File: src/core/ebc_map.svh
// constants for the external bus cycle controller
`ifndef EBC_MAP_SVH
`define EBC_MAP_SVH
`define EBC_NUM_CS        4
`define EBC_AB_EXTRA_MAX  2'h3
`define EBC_CNT_ONE       5'h01
`define EBC_CNT_ZERO      5'h00
`define EBC_ADDR_W        24
`define EBC_DATA_W        16
`define EBC_ADDR_ZERO     24'h000000
`define EBC_DATA_ZERO     16'h0000
`define EBC_SEL_NONE      4'hf
`define EBC_TIMING_RESET  16'h0000
`endif

File: src/core/ebc_pkg.sv
// types for the external bus cycle controller
`include "ebc_map.svh"
package ebc_pkg;
  // one chip select's phase timing set
  typedef struct packed {
    logic       ab_long;   // address setup 2 units instead of 1
    logic [1:0] ab_extra;  // extra units on window change
    logic [1:0] cmd_dly;   // command delay 0..3
    logic       wr_setup;  // write setup / turnaround 0..1
    logic [4:0] access;    // access length minus one, 1..32
    logic [1:0] hold;      // hold 0..3
    logic       rdy_en;    // access may be stretched by ready
    logic       rdy_pol;   // 1: ready active high
    logic       rdy_async; // 1: asynchronous ready
  } ebc_timing_t;

  // request from the core side
  typedef struct packed {
    logic        write;
    logic [1:0]  sel;
    logic [23:0] addr;
    logic [15:0] wdata;
    logic        upper_n;
  } ebc_req_t;

  typedef enum logic [2:0] {
    EBC_IDLE = 3'b000,
    EBC_AB   = 3'b001,
    EBC_C    = 3'b010,
    EBC_D    = 3'b011,
    EBC_E    = 3'b100,
    EBC_RDY  = 3'b101,
    EBC_F    = 3'b110
  } ebc_state_t;
endpackage

File: src/core/ebc_ctrl.sv
// external bus cycle controller: five phase sequencer with ready handshake
//
// Functional notes
// every bus cycle runs address setup, command delay, write setup, access, hold
// address setup lasts 1 or 2 units, plus 0..3 when the window changes
// command delay is 0..3 units, write setup/turnaround 0..1 unit
// access lasts 1..32 units and may be stretched by ready
// hold lasts 0..3 units with address and write data still driven
// reference clock output has a period of one system clock; the code drives a registered enable level instead
// ready polarity is selectable and applied to the sampled input
// in synchronous mode the partner drives ready synchronous to the reference clock
// asynchronous ready passes an extra stage, costing at least one wait state
// asynchronous ready must be held at least one clock plus setup
// partner may drop ready after the strobe's rising edge
// partner drops ready before the next cycle's first sampling point
// inactive ready adds a wait state, active ready ends the cycle
// ready is evaluated only after the mandatory access units elapse
// read data is captured on the edge that raises the read strobe
// read data may change after the strobe rises without harm
// multiplexed mode shares 16 lines; separate mode has 24 address, 16 data
// each chip select has its own timing set
// strobes are active only in access; latch strobe pulses in multiplexed setup
`timescale 1ns/1ns
`include "ebc_map.svh"
module ebc_ctrl
  import ebc_pkg::*;
#(
  parameter int NUM_CS = `EBC_NUM_CS
) (
  input  wire logic                    i_clk,
  input  wire logic                    i_rst_n,
  input  wire logic                    i_multiplexed_bus,
  input  wire logic                    i_clk_out_en,
  input  wire ebc_timing_t             i_bus_cycle_timing_regs [NUM_CS],
  input  wire logic                    i_req_valid,
  input  wire ebc_req_t                i_req,
  input  wire logic                    i_ready,
  input  wire logic [15:0]             i_data_lines,
  input  wire logic [15:0]             i_shared_addr_data_lines,
  output logic                         o_req_ready,
  output logic                         o_done,
  output logic [15:0]                  o_rdata,
  output logic                         o_reference_clock_output,
  output logic [23:0]                  o_address_lines,
  output logic [15:0]                  o_data_lines,
  output logic                         o_data_lines_oe,
  output logic [15:0]                  o_shared_addr_data_lines,
  output logic                         o_shared_addr_data_lines_oe,
  output logic                         o_addr_latch,
  output logic                         o_rd_n,
  output logic                         o_wr_n,
  output logic                         o_upper_byte_select_n,
  output logic [NUM_CS-1:0]            o_cs_n
);

  // ----------------------------------------------------------------
  // cycle state
  // ----------------------------------------------------------------
  ebc_state_t  state;
  ebc_timing_t tim;
  ebc_req_t    cur;
  logic [4:0]  cnt;
  logic [1:0]  last_sel;
  logic        first_done;
  logic        rdy_s1;
  logic        rdy_s2;
  logic        rdy_s3;
  logic        rdy_act_sync;
  logic        rdy_act_async;
  logic        rdy_act;
  logic        cnt_last;
  logic        clk_div;
  logic        rd_rise;
  logic        acc_end;
  logic        acc_end_q;
  logic        rd_end_q;

  // three stage input capture; async mode reads the deeper agreeing stage
  always_ff @(posedge i_clk or negedge i_rst_n) begin
    if (!i_rst_n) begin
      rdy_s1 <= 1'b0;
      rdy_s2 <= 1'b0;
      rdy_s3 <= 1'b0;
    end else begin
      rdy_s1 <= i_ready;
      rdy_s2 <= rdy_s1;
      rdy_s3 <= rdy_s2;
    end
  end

  // polarity applied
  // async adds a stage
  // sync path samples the pin once; async only counts when stages agree
  assign rdy_act_sync  = (i_ready == tim.rdy_pol);
  assign rdy_act_async = (rdy_s2 == rdy_s3) && (rdy_s3 == tim.rdy_pol);
  assign rdy_act       = tim.rdy_async ? rdy_act_async : rdy_act_sync;
  assign cnt_last      = (cnt == `EBC_CNT_ZERO);

  // reference clock out
  // a toggling flop cannot reach one system period, so the output is a
  // registered enable used as the clock mirror; real pads gate i_clk with it
  always_ff @(posedge i_clk or negedge i_rst_n) begin
    if (!i_rst_n) begin
      clk_div <= 1'b0;
    end else begin
      clk_div <= i_clk_out_en;
    end
  end

  // ----------------------------------------------------------------
  // phase sequencer
  // ----------------------------------------------------------------
  always_ff @(posedge i_clk or negedge i_rst_n) begin
    if (!i_rst_n) begin
      state      <= EBC_IDLE;
      tim        <= `EBC_TIMING_RESET;
      cur        <= '0;
      cnt        <= `EBC_CNT_ZERO;
      last_sel   <= 2'h0;
      first_done <= 1'b0;
    end else begin
      case (state)
        EBC_IDLE: begin
          if (i_req_valid) begin
            // per select timing
            tim <= i_bus_cycle_timing_regs[i_req.sel];
            cur <= i_req;
            // window change extends setup
            cnt <= 5'(i_bus_cycle_timing_regs[i_req.sel].ab_long)
                 + ((!first_done || i_req.sel != last_sel)
                    ? 5'(i_bus_cycle_timing_regs[i_req.sel].ab_extra) : `EBC_CNT_ZERO);
            last_sel   <= i_req.sel;
            first_done <= 1'b1;
            state      <= EBC_AB;
          end
        end
        // five phases in order
        EBC_AB: begin
          if (!cnt_last) begin
            cnt <= cnt - `EBC_CNT_ONE;
          end else if (tim.cmd_dly != 2'h0) begin
            // command delay
            cnt   <= 5'(tim.cmd_dly) - `EBC_CNT_ONE;
            state <= EBC_C;
          end else if (tim.wr_setup) begin
            cnt   <= `EBC_CNT_ZERO;
            state <= EBC_D;
          end else begin
            cnt   <= tim.access;
            state <= EBC_E;
          end
        end
        EBC_C: begin
          if (!cnt_last) begin
            cnt <= cnt - `EBC_CNT_ONE;
          end else if (tim.wr_setup) begin
            cnt   <= `EBC_CNT_ZERO;
            state <= EBC_D;
          end else begin
            cnt   <= tim.access;
            state <= EBC_E;
          end
        end
        EBC_D: begin
          // access length
          cnt   <= tim.access;
          state <= EBC_E;
        end
        EBC_E: begin
          if (!cnt_last) begin
            cnt <= cnt - `EBC_CNT_ONE;
          end else if (tim.rdy_en && (tim.rdy_async || !rdy_act)) begin
            // ready only after mandatory units
            // async always waits one unit for the extra stage
            state <= EBC_RDY;
          end else begin
            // hold phase
            cnt   <= 5'(tim.hold);
            state <= (tim.hold != 2'h0) ? EBC_F : EBC_IDLE;
          end
        end
        EBC_RDY: begin
          // inactive waits, active ends
          if (rdy_act) begin
            cnt   <= 5'(tim.hold);
            state <= (tim.hold != 2'h0) ? EBC_F : EBC_IDLE;
          end
        end
        EBC_F: begin
          if (cnt > `EBC_CNT_ONE) begin
            cnt <= cnt - `EBC_CNT_ONE;
          end else begin
            state <= EBC_IDLE;
          end
        end
        default: begin
          state <= EBC_IDLE;
        end
      endcase
    end
  end

  // access ends this cycle: the strobe pins follow one edge later
  assign acc_end = ((state == EBC_E) && cnt_last
                    && !(tim.rdy_en && (tim.rdy_async || !rdy_act)))
                 || ((state == EBC_RDY) && rdy_act);
  assign rd_rise = acc_end && !cur.write;

  // pins lag the state by one edge, so the strobe rises one edge after access ends
  always_ff @(posedge i_clk or negedge i_rst_n) begin
    if (!i_rst_n) begin
      acc_end_q <= 1'b0;
      rd_end_q  <= 1'b0;
    end else begin
      acc_end_q <= acc_end;
      rd_end_q  <= rd_rise;
    end
  end

  // ----------------------------------------------------------------
  // pin drive
  // ----------------------------------------------------------------
  always_ff @(posedge i_clk or negedge i_rst_n) begin
    if (!i_rst_n) begin
      o_rd_n                      <= 1'b1;
      o_wr_n                      <= 1'b1;
      o_addr_latch                <= 1'b0;
      o_cs_n                      <= '1;
      o_upper_byte_select_n       <= 1'b1;
      o_address_lines             <= `EBC_ADDR_ZERO;
      o_data_lines                <= `EBC_DATA_ZERO;
      o_data_lines_oe             <= 1'b0;
      o_shared_addr_data_lines    <= `EBC_DATA_ZERO;
      o_shared_addr_data_lines_oe <= 1'b0;
      o_req_ready                 <= 1'b0;
      o_done                      <= 1'b0;
      o_rdata                     <= `EBC_DATA_ZERO;
      o_reference_clock_output    <= 1'b0;
    end else begin
      o_reference_clock_output <= clk_div;
      o_req_ready              <= (state == EBC_IDLE) && !i_req_valid;
      // done follows the edge that ends the strobe, so read data already stand
      o_done                   <= acc_end_q;
      // strobes only in access
      o_rd_n       <= !((state == EBC_E || state == EBC_RDY) && !cur.write);
      o_wr_n       <= !((state == EBC_E || state == EBC_RDY) && cur.write);
      // latch pulses in the last setup unit, while the shared lines carry the address
      o_addr_latch <= i_multiplexed_bus && (state == EBC_AB) && cnt_last;
      for (int i = 0; i < NUM_CS; i++) begin
        o_cs_n[i] <= !((state != EBC_IDLE) && (cur.sel == 2'(i)));
      end
      o_upper_byte_select_n <= (state == EBC_IDLE) ? 1'b1 : cur.upper_n;
      // mux vs separate lines
      o_address_lines <= (state == EBC_IDLE) ? `EBC_ADDR_ZERO : cur.addr;
      if (i_multiplexed_bus) begin
        o_shared_addr_data_lines    <= (state == EBC_AB) ? cur.addr[15:0] : cur.wdata;
        o_shared_addr_data_lines_oe <= (state == EBC_AB) || (cur.write && state != EBC_IDLE);
        o_data_lines_oe             <= 1'b0;
      end else begin
        o_data_lines                <= cur.wdata;
        o_data_lines_oe             <= cur.write && (state != EBC_IDLE) && (state != EBC_AB);
        o_shared_addr_data_lines_oe <= 1'b0;
      end
      // capture on strobe rise edge
      if (rd_end_q) begin
        o_rdata <= i_multiplexed_bus ? i_shared_addr_data_lines : i_data_lines;
      end
    end
  end

  // ----------------------------------------------------------------
  // checks
  // ----------------------------------------------------------------
  property p_strobe_access;
    @(posedge i_clk) disable iff (!i_rst_n)
      (!o_wr_n) |-> $past(state == EBC_E || state == EBC_RDY);
  endproperty
  a_strobe_access: assert property (p_strobe_access)
    else $error("write strobe outside access");

  property p_ready_ends;
    @(posedge i_clk) disable iff (!i_rst_n)
      (state == EBC_RDY && rdy_act) |=> (state == EBC_F || state == EBC_IDLE);
  endproperty
  a_ready_ends: assert property (p_ready_ends)
    else $error("active ready did not end access");

  property p_not_ready_waits;
    @(posedge i_clk) disable iff (!i_rst_n)
      (state == EBC_RDY && !rdy_act) |=> (state == EBC_RDY);
  endproperty
  a_not_ready_waits: assert property (p_not_ready_waits)
    else $error("inactive ready did not wait");

  property p_async_wait;
    @(posedge i_clk) disable iff (!i_rst_n)
      (state == EBC_E && cnt_last && tim.rdy_en && tim.rdy_async) |=> (state == EBC_RDY);
  endproperty
  a_async_wait: assert property (p_async_wait)
    else $error("async ready skipped its wait state");

  property p_order;
    @(posedge i_clk) disable iff (!i_rst_n)
      (state == EBC_F) |-> $past(state == EBC_E || state == EBC_RDY || state == EBC_F);
  endproperty
  a_order: assert property (p_order)
    else $error("hold not preceded by access");

  property p_cs_held;
    @(posedge i_clk) disable iff (!i_rst_n)
      (state == EBC_F) |=> (o_cs_n != '1);
  endproperty
  a_cs_held: assert property (p_cs_held)
    else $error("select dropped during hold");

  property p_latch_mux;
    @(posedge i_clk) disable iff (!i_rst_n)
      o_addr_latch |-> $past(i_multiplexed_bus) && $past(state == EBC_AB) ##1 !o_addr_latch;
  endproperty
  a_latch_mux: assert property (p_latch_mux)
    else $error("latch strobe outside multiplexed setup");

  property p_access_min;
    @(posedge i_clk) disable iff (!i_rst_n)
      ($rose(state == EBC_E) && tim.access == 5'h01) |-> (state == EBC_E) ##1 (state == EBC_E);
  endproperty
  a_access_min: assert property (p_access_min)
    else $error("access shorter than programmed");

endmodule

File: config.mk
export PLATFORM = sky130hd
export DESIGN_NAME = ebc_ctrl
export DESIGN_NICKNAME = d
export VERILOG_FILES = /design/src/core/ebc_pkg.sv /design/src/core/ebc_ctrl.sv
export VERILOG_INCLUDE_DIRS = /design/src /design/src/core
export SDC_FILE = /design/constraint.sdc
export NUM_CORES = 1
export LEC_CHECK = 0
export BUFFER_PORTS_ARGS = -buffer_cell sky130_fd_sc_hd__buf_4
export CAP_MARGIN = 20
export CELL_PAD_IN_SITES_DETAIL_PLACEMENT = 0
export CELL_PAD_IN_SITES_GLOBAL_PLACEMENT = 1
export CORE_ASPECT_RATIO = 0.8
export CORE_MARGIN = 2
export CORE_UTILIZATION = 40
export DETAILED_ROUTE_END_ITERATION = 6
export GPL_ROUTABILITY_DRIVEN = 0
export PLACE_DENSITY_LB_ADDON = 0.1
export SYNTH_ARGS = -nofsm -noshare
export SYNTH_HDL_FRONTEND = slang
export SYNTH_SLANG_ARGS = --single-unit
File: constraint.sdc
create_clock -name i_clk -period 2.9 [get_ports i_clk]
set_input_delay 0.145 -clock i_clk [delete_from_list [all_inputs] [get_ports i_clk]]
set_output_delay 0.145 -clock i_clk [all_outputs]
set_load 0.01 [all_outputs]
==> impl_metrics.yaml <==
status:
  status: "finished, final reports clean"
worst_setup_path:
  crit_path_cell_trace: "inv_1, ha_1, or4b_4, maj3_2, o2bb2ai_2, a211oi_1, o22ai_1"
  critical_path.max_stage_delay_ps: 560
  cp-start-kind: "register"
  critPathKind: "reg -> reg"
  required_ps: 3190
  cp_max_fo: 11
  ff2ff_setup_slack_ps: 470
  crit_path_end_kind: "register"
  cp.arrival_ps: 2720
  cpMaxStageDelayCell: "or4b_4"
layout:
  design_area_um2: 10000
  areaGrowthSynthToFinish_pct: 42.3
  antenna_cells: 0
  final_nets: 971
  drive_gt1_share_pct: 46.3
  postLayoutCoreUtil_pct: 58.0
synth:
  syn_inst: 549
  synth.distinct_cells: 63
  synth_top_cell_by_area: "dfrtp_1"
  synth_top_area_share_pct: 53.2
  synth_edf_count: 0
  syn_nets: 700
  ys_ff_latch: 157
  synth.area.top_cells: "dfrtp_1, mux2_2, mux4_2, mux2i_1, a21oi_1"
  synth_ff_type: "dfrtp_1"
  synth.most_common_cell: "dfrtp_1"
  synthArstFlopShare_pct: 100
  synth_common_cells: "dfrtp_1, mux2_2, nor2_1"
  syn_area_per_cell_um2: 12.9
  synth_warnings: 0
  ys_seq_area_share_pct: 55.8
  mappedNetlistArea_um2: 7060
die:
  rows: 43
  die_y_um: 123
  core-area_um2: 17300
  initial_core_util_pct: 40.7
  pin_count: 231
  die_area_um2: 18700
  die_w_um: 153
hold_path:
  hp-class: "in -> reg"
timing:
  fin_crit_sh_pct: 83.7
  fin_ws_ps: 472
  rsz0062_at_grt: "false"
  final-max-slew-violation-count: 0
  hold_violations: 0
  maxSlewHeadroom_pct: 41.0
  setup_viol: 0
  fmax_mhz: 412
  setup-tns-final_ps: 0
  finalCriticalPeriod_ps: 2430
  final.setup_skew_ps: 9.35
  worst_pin_slew_ps: 885
power_and_ir_drop:
  vdd_drop_max_mv: 0.542
  powerDensity_nw_per_um2: 1040
  power_frac_comb_pct: 40.5
  seqPwrFrac_pct: 38.4
  power_leakage_nw: 4.62
  switching_power_w: 0.00363
  clkPwrFrac_pct: 21.2
  internal_power_w: 0.00682
  switching_share_pct: 34.8
global_routing:
  antenna_found_initial: 0
  grt_pass1_wl_um: 29400
  first_global_vias: 5588
  grt_usage_pct: 20.0
  grt_max_degree: 75
  grt.overflow.total: 0
place:
  post-dp-hpwl_um: 13000
  post-place-ws_ps: 541
  port-buffer-count: 230
  placed_cell_area_um2: 8990
cts:
  cts_resized: 0
  numCtsBuffers: 17
  h-tree-depth: 4
  cts.sink_count: 157
  cts_setup_buffers: 0
  cts-root-buf: "clkbuf_16"
  clk_latency_ps: 430
  clk_pin_slew_ps: 70
  cts_max_path_buffers: 2
  cts_tree: "yes"
  holdBufCountCts: 46
routing:
  vias: 5299
  drt_iter0_drc: 367
  drtPass1Iterations: 4
  postRouteAntennaNets: 0
  remaining_drc_errors: 0
  avgRoutedWirePerCell_um: 17.0
  viasPerCell: 5.01
  wl_um: 18000
run:
  drv_cap: 0
critical path: cells and delay by family (launching register included):
kind            cells  cell delay, ps
simple gates        1             560
buf+inv             1             130
flops               1             460
compound gates      3             620
fa+ha+maj           2             530
path summary, 6_finish.rpt:
kind                                   from             endpoint  cells after the start
setup / recovery                     cnt[0]               cnt[4]                      7
hold / removal             i_data_lines[14]          o_rdata[14]                      3
setup reg to reg                     cnt[0]               cnt[4]                      7
hold reg to reg                   acc_end_q               o_done                      0
max in group asynchronous           i_rst_n               o_rd_n                      3
min in group asynchronous           i_rst_n  o_address_lines[19]                      2
cell usage in the layout (no fill, tap or decap), types with 6 or more instances in the layout:
cell type	instances
a211oi_1	6
a21oi_1	40
and2_1	24
buf_4	238
clkbuf_16	17
dfrtp_1	150
dfstp_2	7
dlygate4sd3_1	46
inv_1	7
mux2_2	74
mux2i_1	35
mux4_2	16
nand2_1	13
nor2_1	46
nor2b_1	7
nor3_1	7
o21ai_0	12
power groups by stage:
stage	Clock, W	Sequential [W]	Combinational [W]
final	0.00222	0.00401	0.00423
after global routing	0.00238	0.00417	0.00466
after CTS	0.00227	0.00402	0.00428
after detailed placement	0	0.00405	0.00421
after global placement	0	0.00400	0.00414
after floorplan	0	0.00404	0.00243
state kept, by name (all words and copies together), names as in the netlist, 2 cells and up:
register	count
o_rdata	16
o_shared_addr_data_lines	16
tim	13
o_address_lines	24
cnt	5
o_data_lines	16
last_sel	2
cur	42
o_cs_n	4
state	3
stage by stage:
| stage | hold WS (ps) | instances | total power (W) |
|---|---|---|---|
| final | 25.0 | 1058 | 0.0105 |
| after floorplan | -151 | 549 | 0.00647 |
| after global routing | 25.0 | 1058 | 0.0112 |
| after CTS | 14.3 | 1058 | 0.0106 |
| after detailed placement | 103 | 980 | 0.00826 |
| after global placement | 101 | 980 | 0.00814 |
logic make-up (layout without fill, tap and decap cells):
family                   after synthesis  count (layout)  synth area share [%]
flip-flops                           157             157                  55.8
AND/OR/NAND/NOR                      126             126                  9.66
multiplexers                         125             125                  21.9
AO/OA/AOI/OAI                         87              87                  7.94
buffers and inverters                 43             327                  3.03
adder cells (fa/ha/maj)                7               7                  1.19
XOR/XNOR                               4               4                 0.497
area by class of cell:
cell class,count,area (µm²)
multi-input cells,349,2910
clock buffers,18,429
well taps,225,282
inverters,8,30.0
repair buffers,287,2300
flip-flops and latches,157,3940
fillers,1476,7280
clock inverters,14,160
per-layer routing:
| layer | track usage [%] | wire, µm |
|---|---|---|
| met5 | 0 | 0 |
| met3 | 7.34 | 1420 |
| met2 | 31.6 | 8500 |
| met4 | 6.66 | 239 |
| met1 | 25.9 | 7840 |
Power figures use the tool's default switching activity.
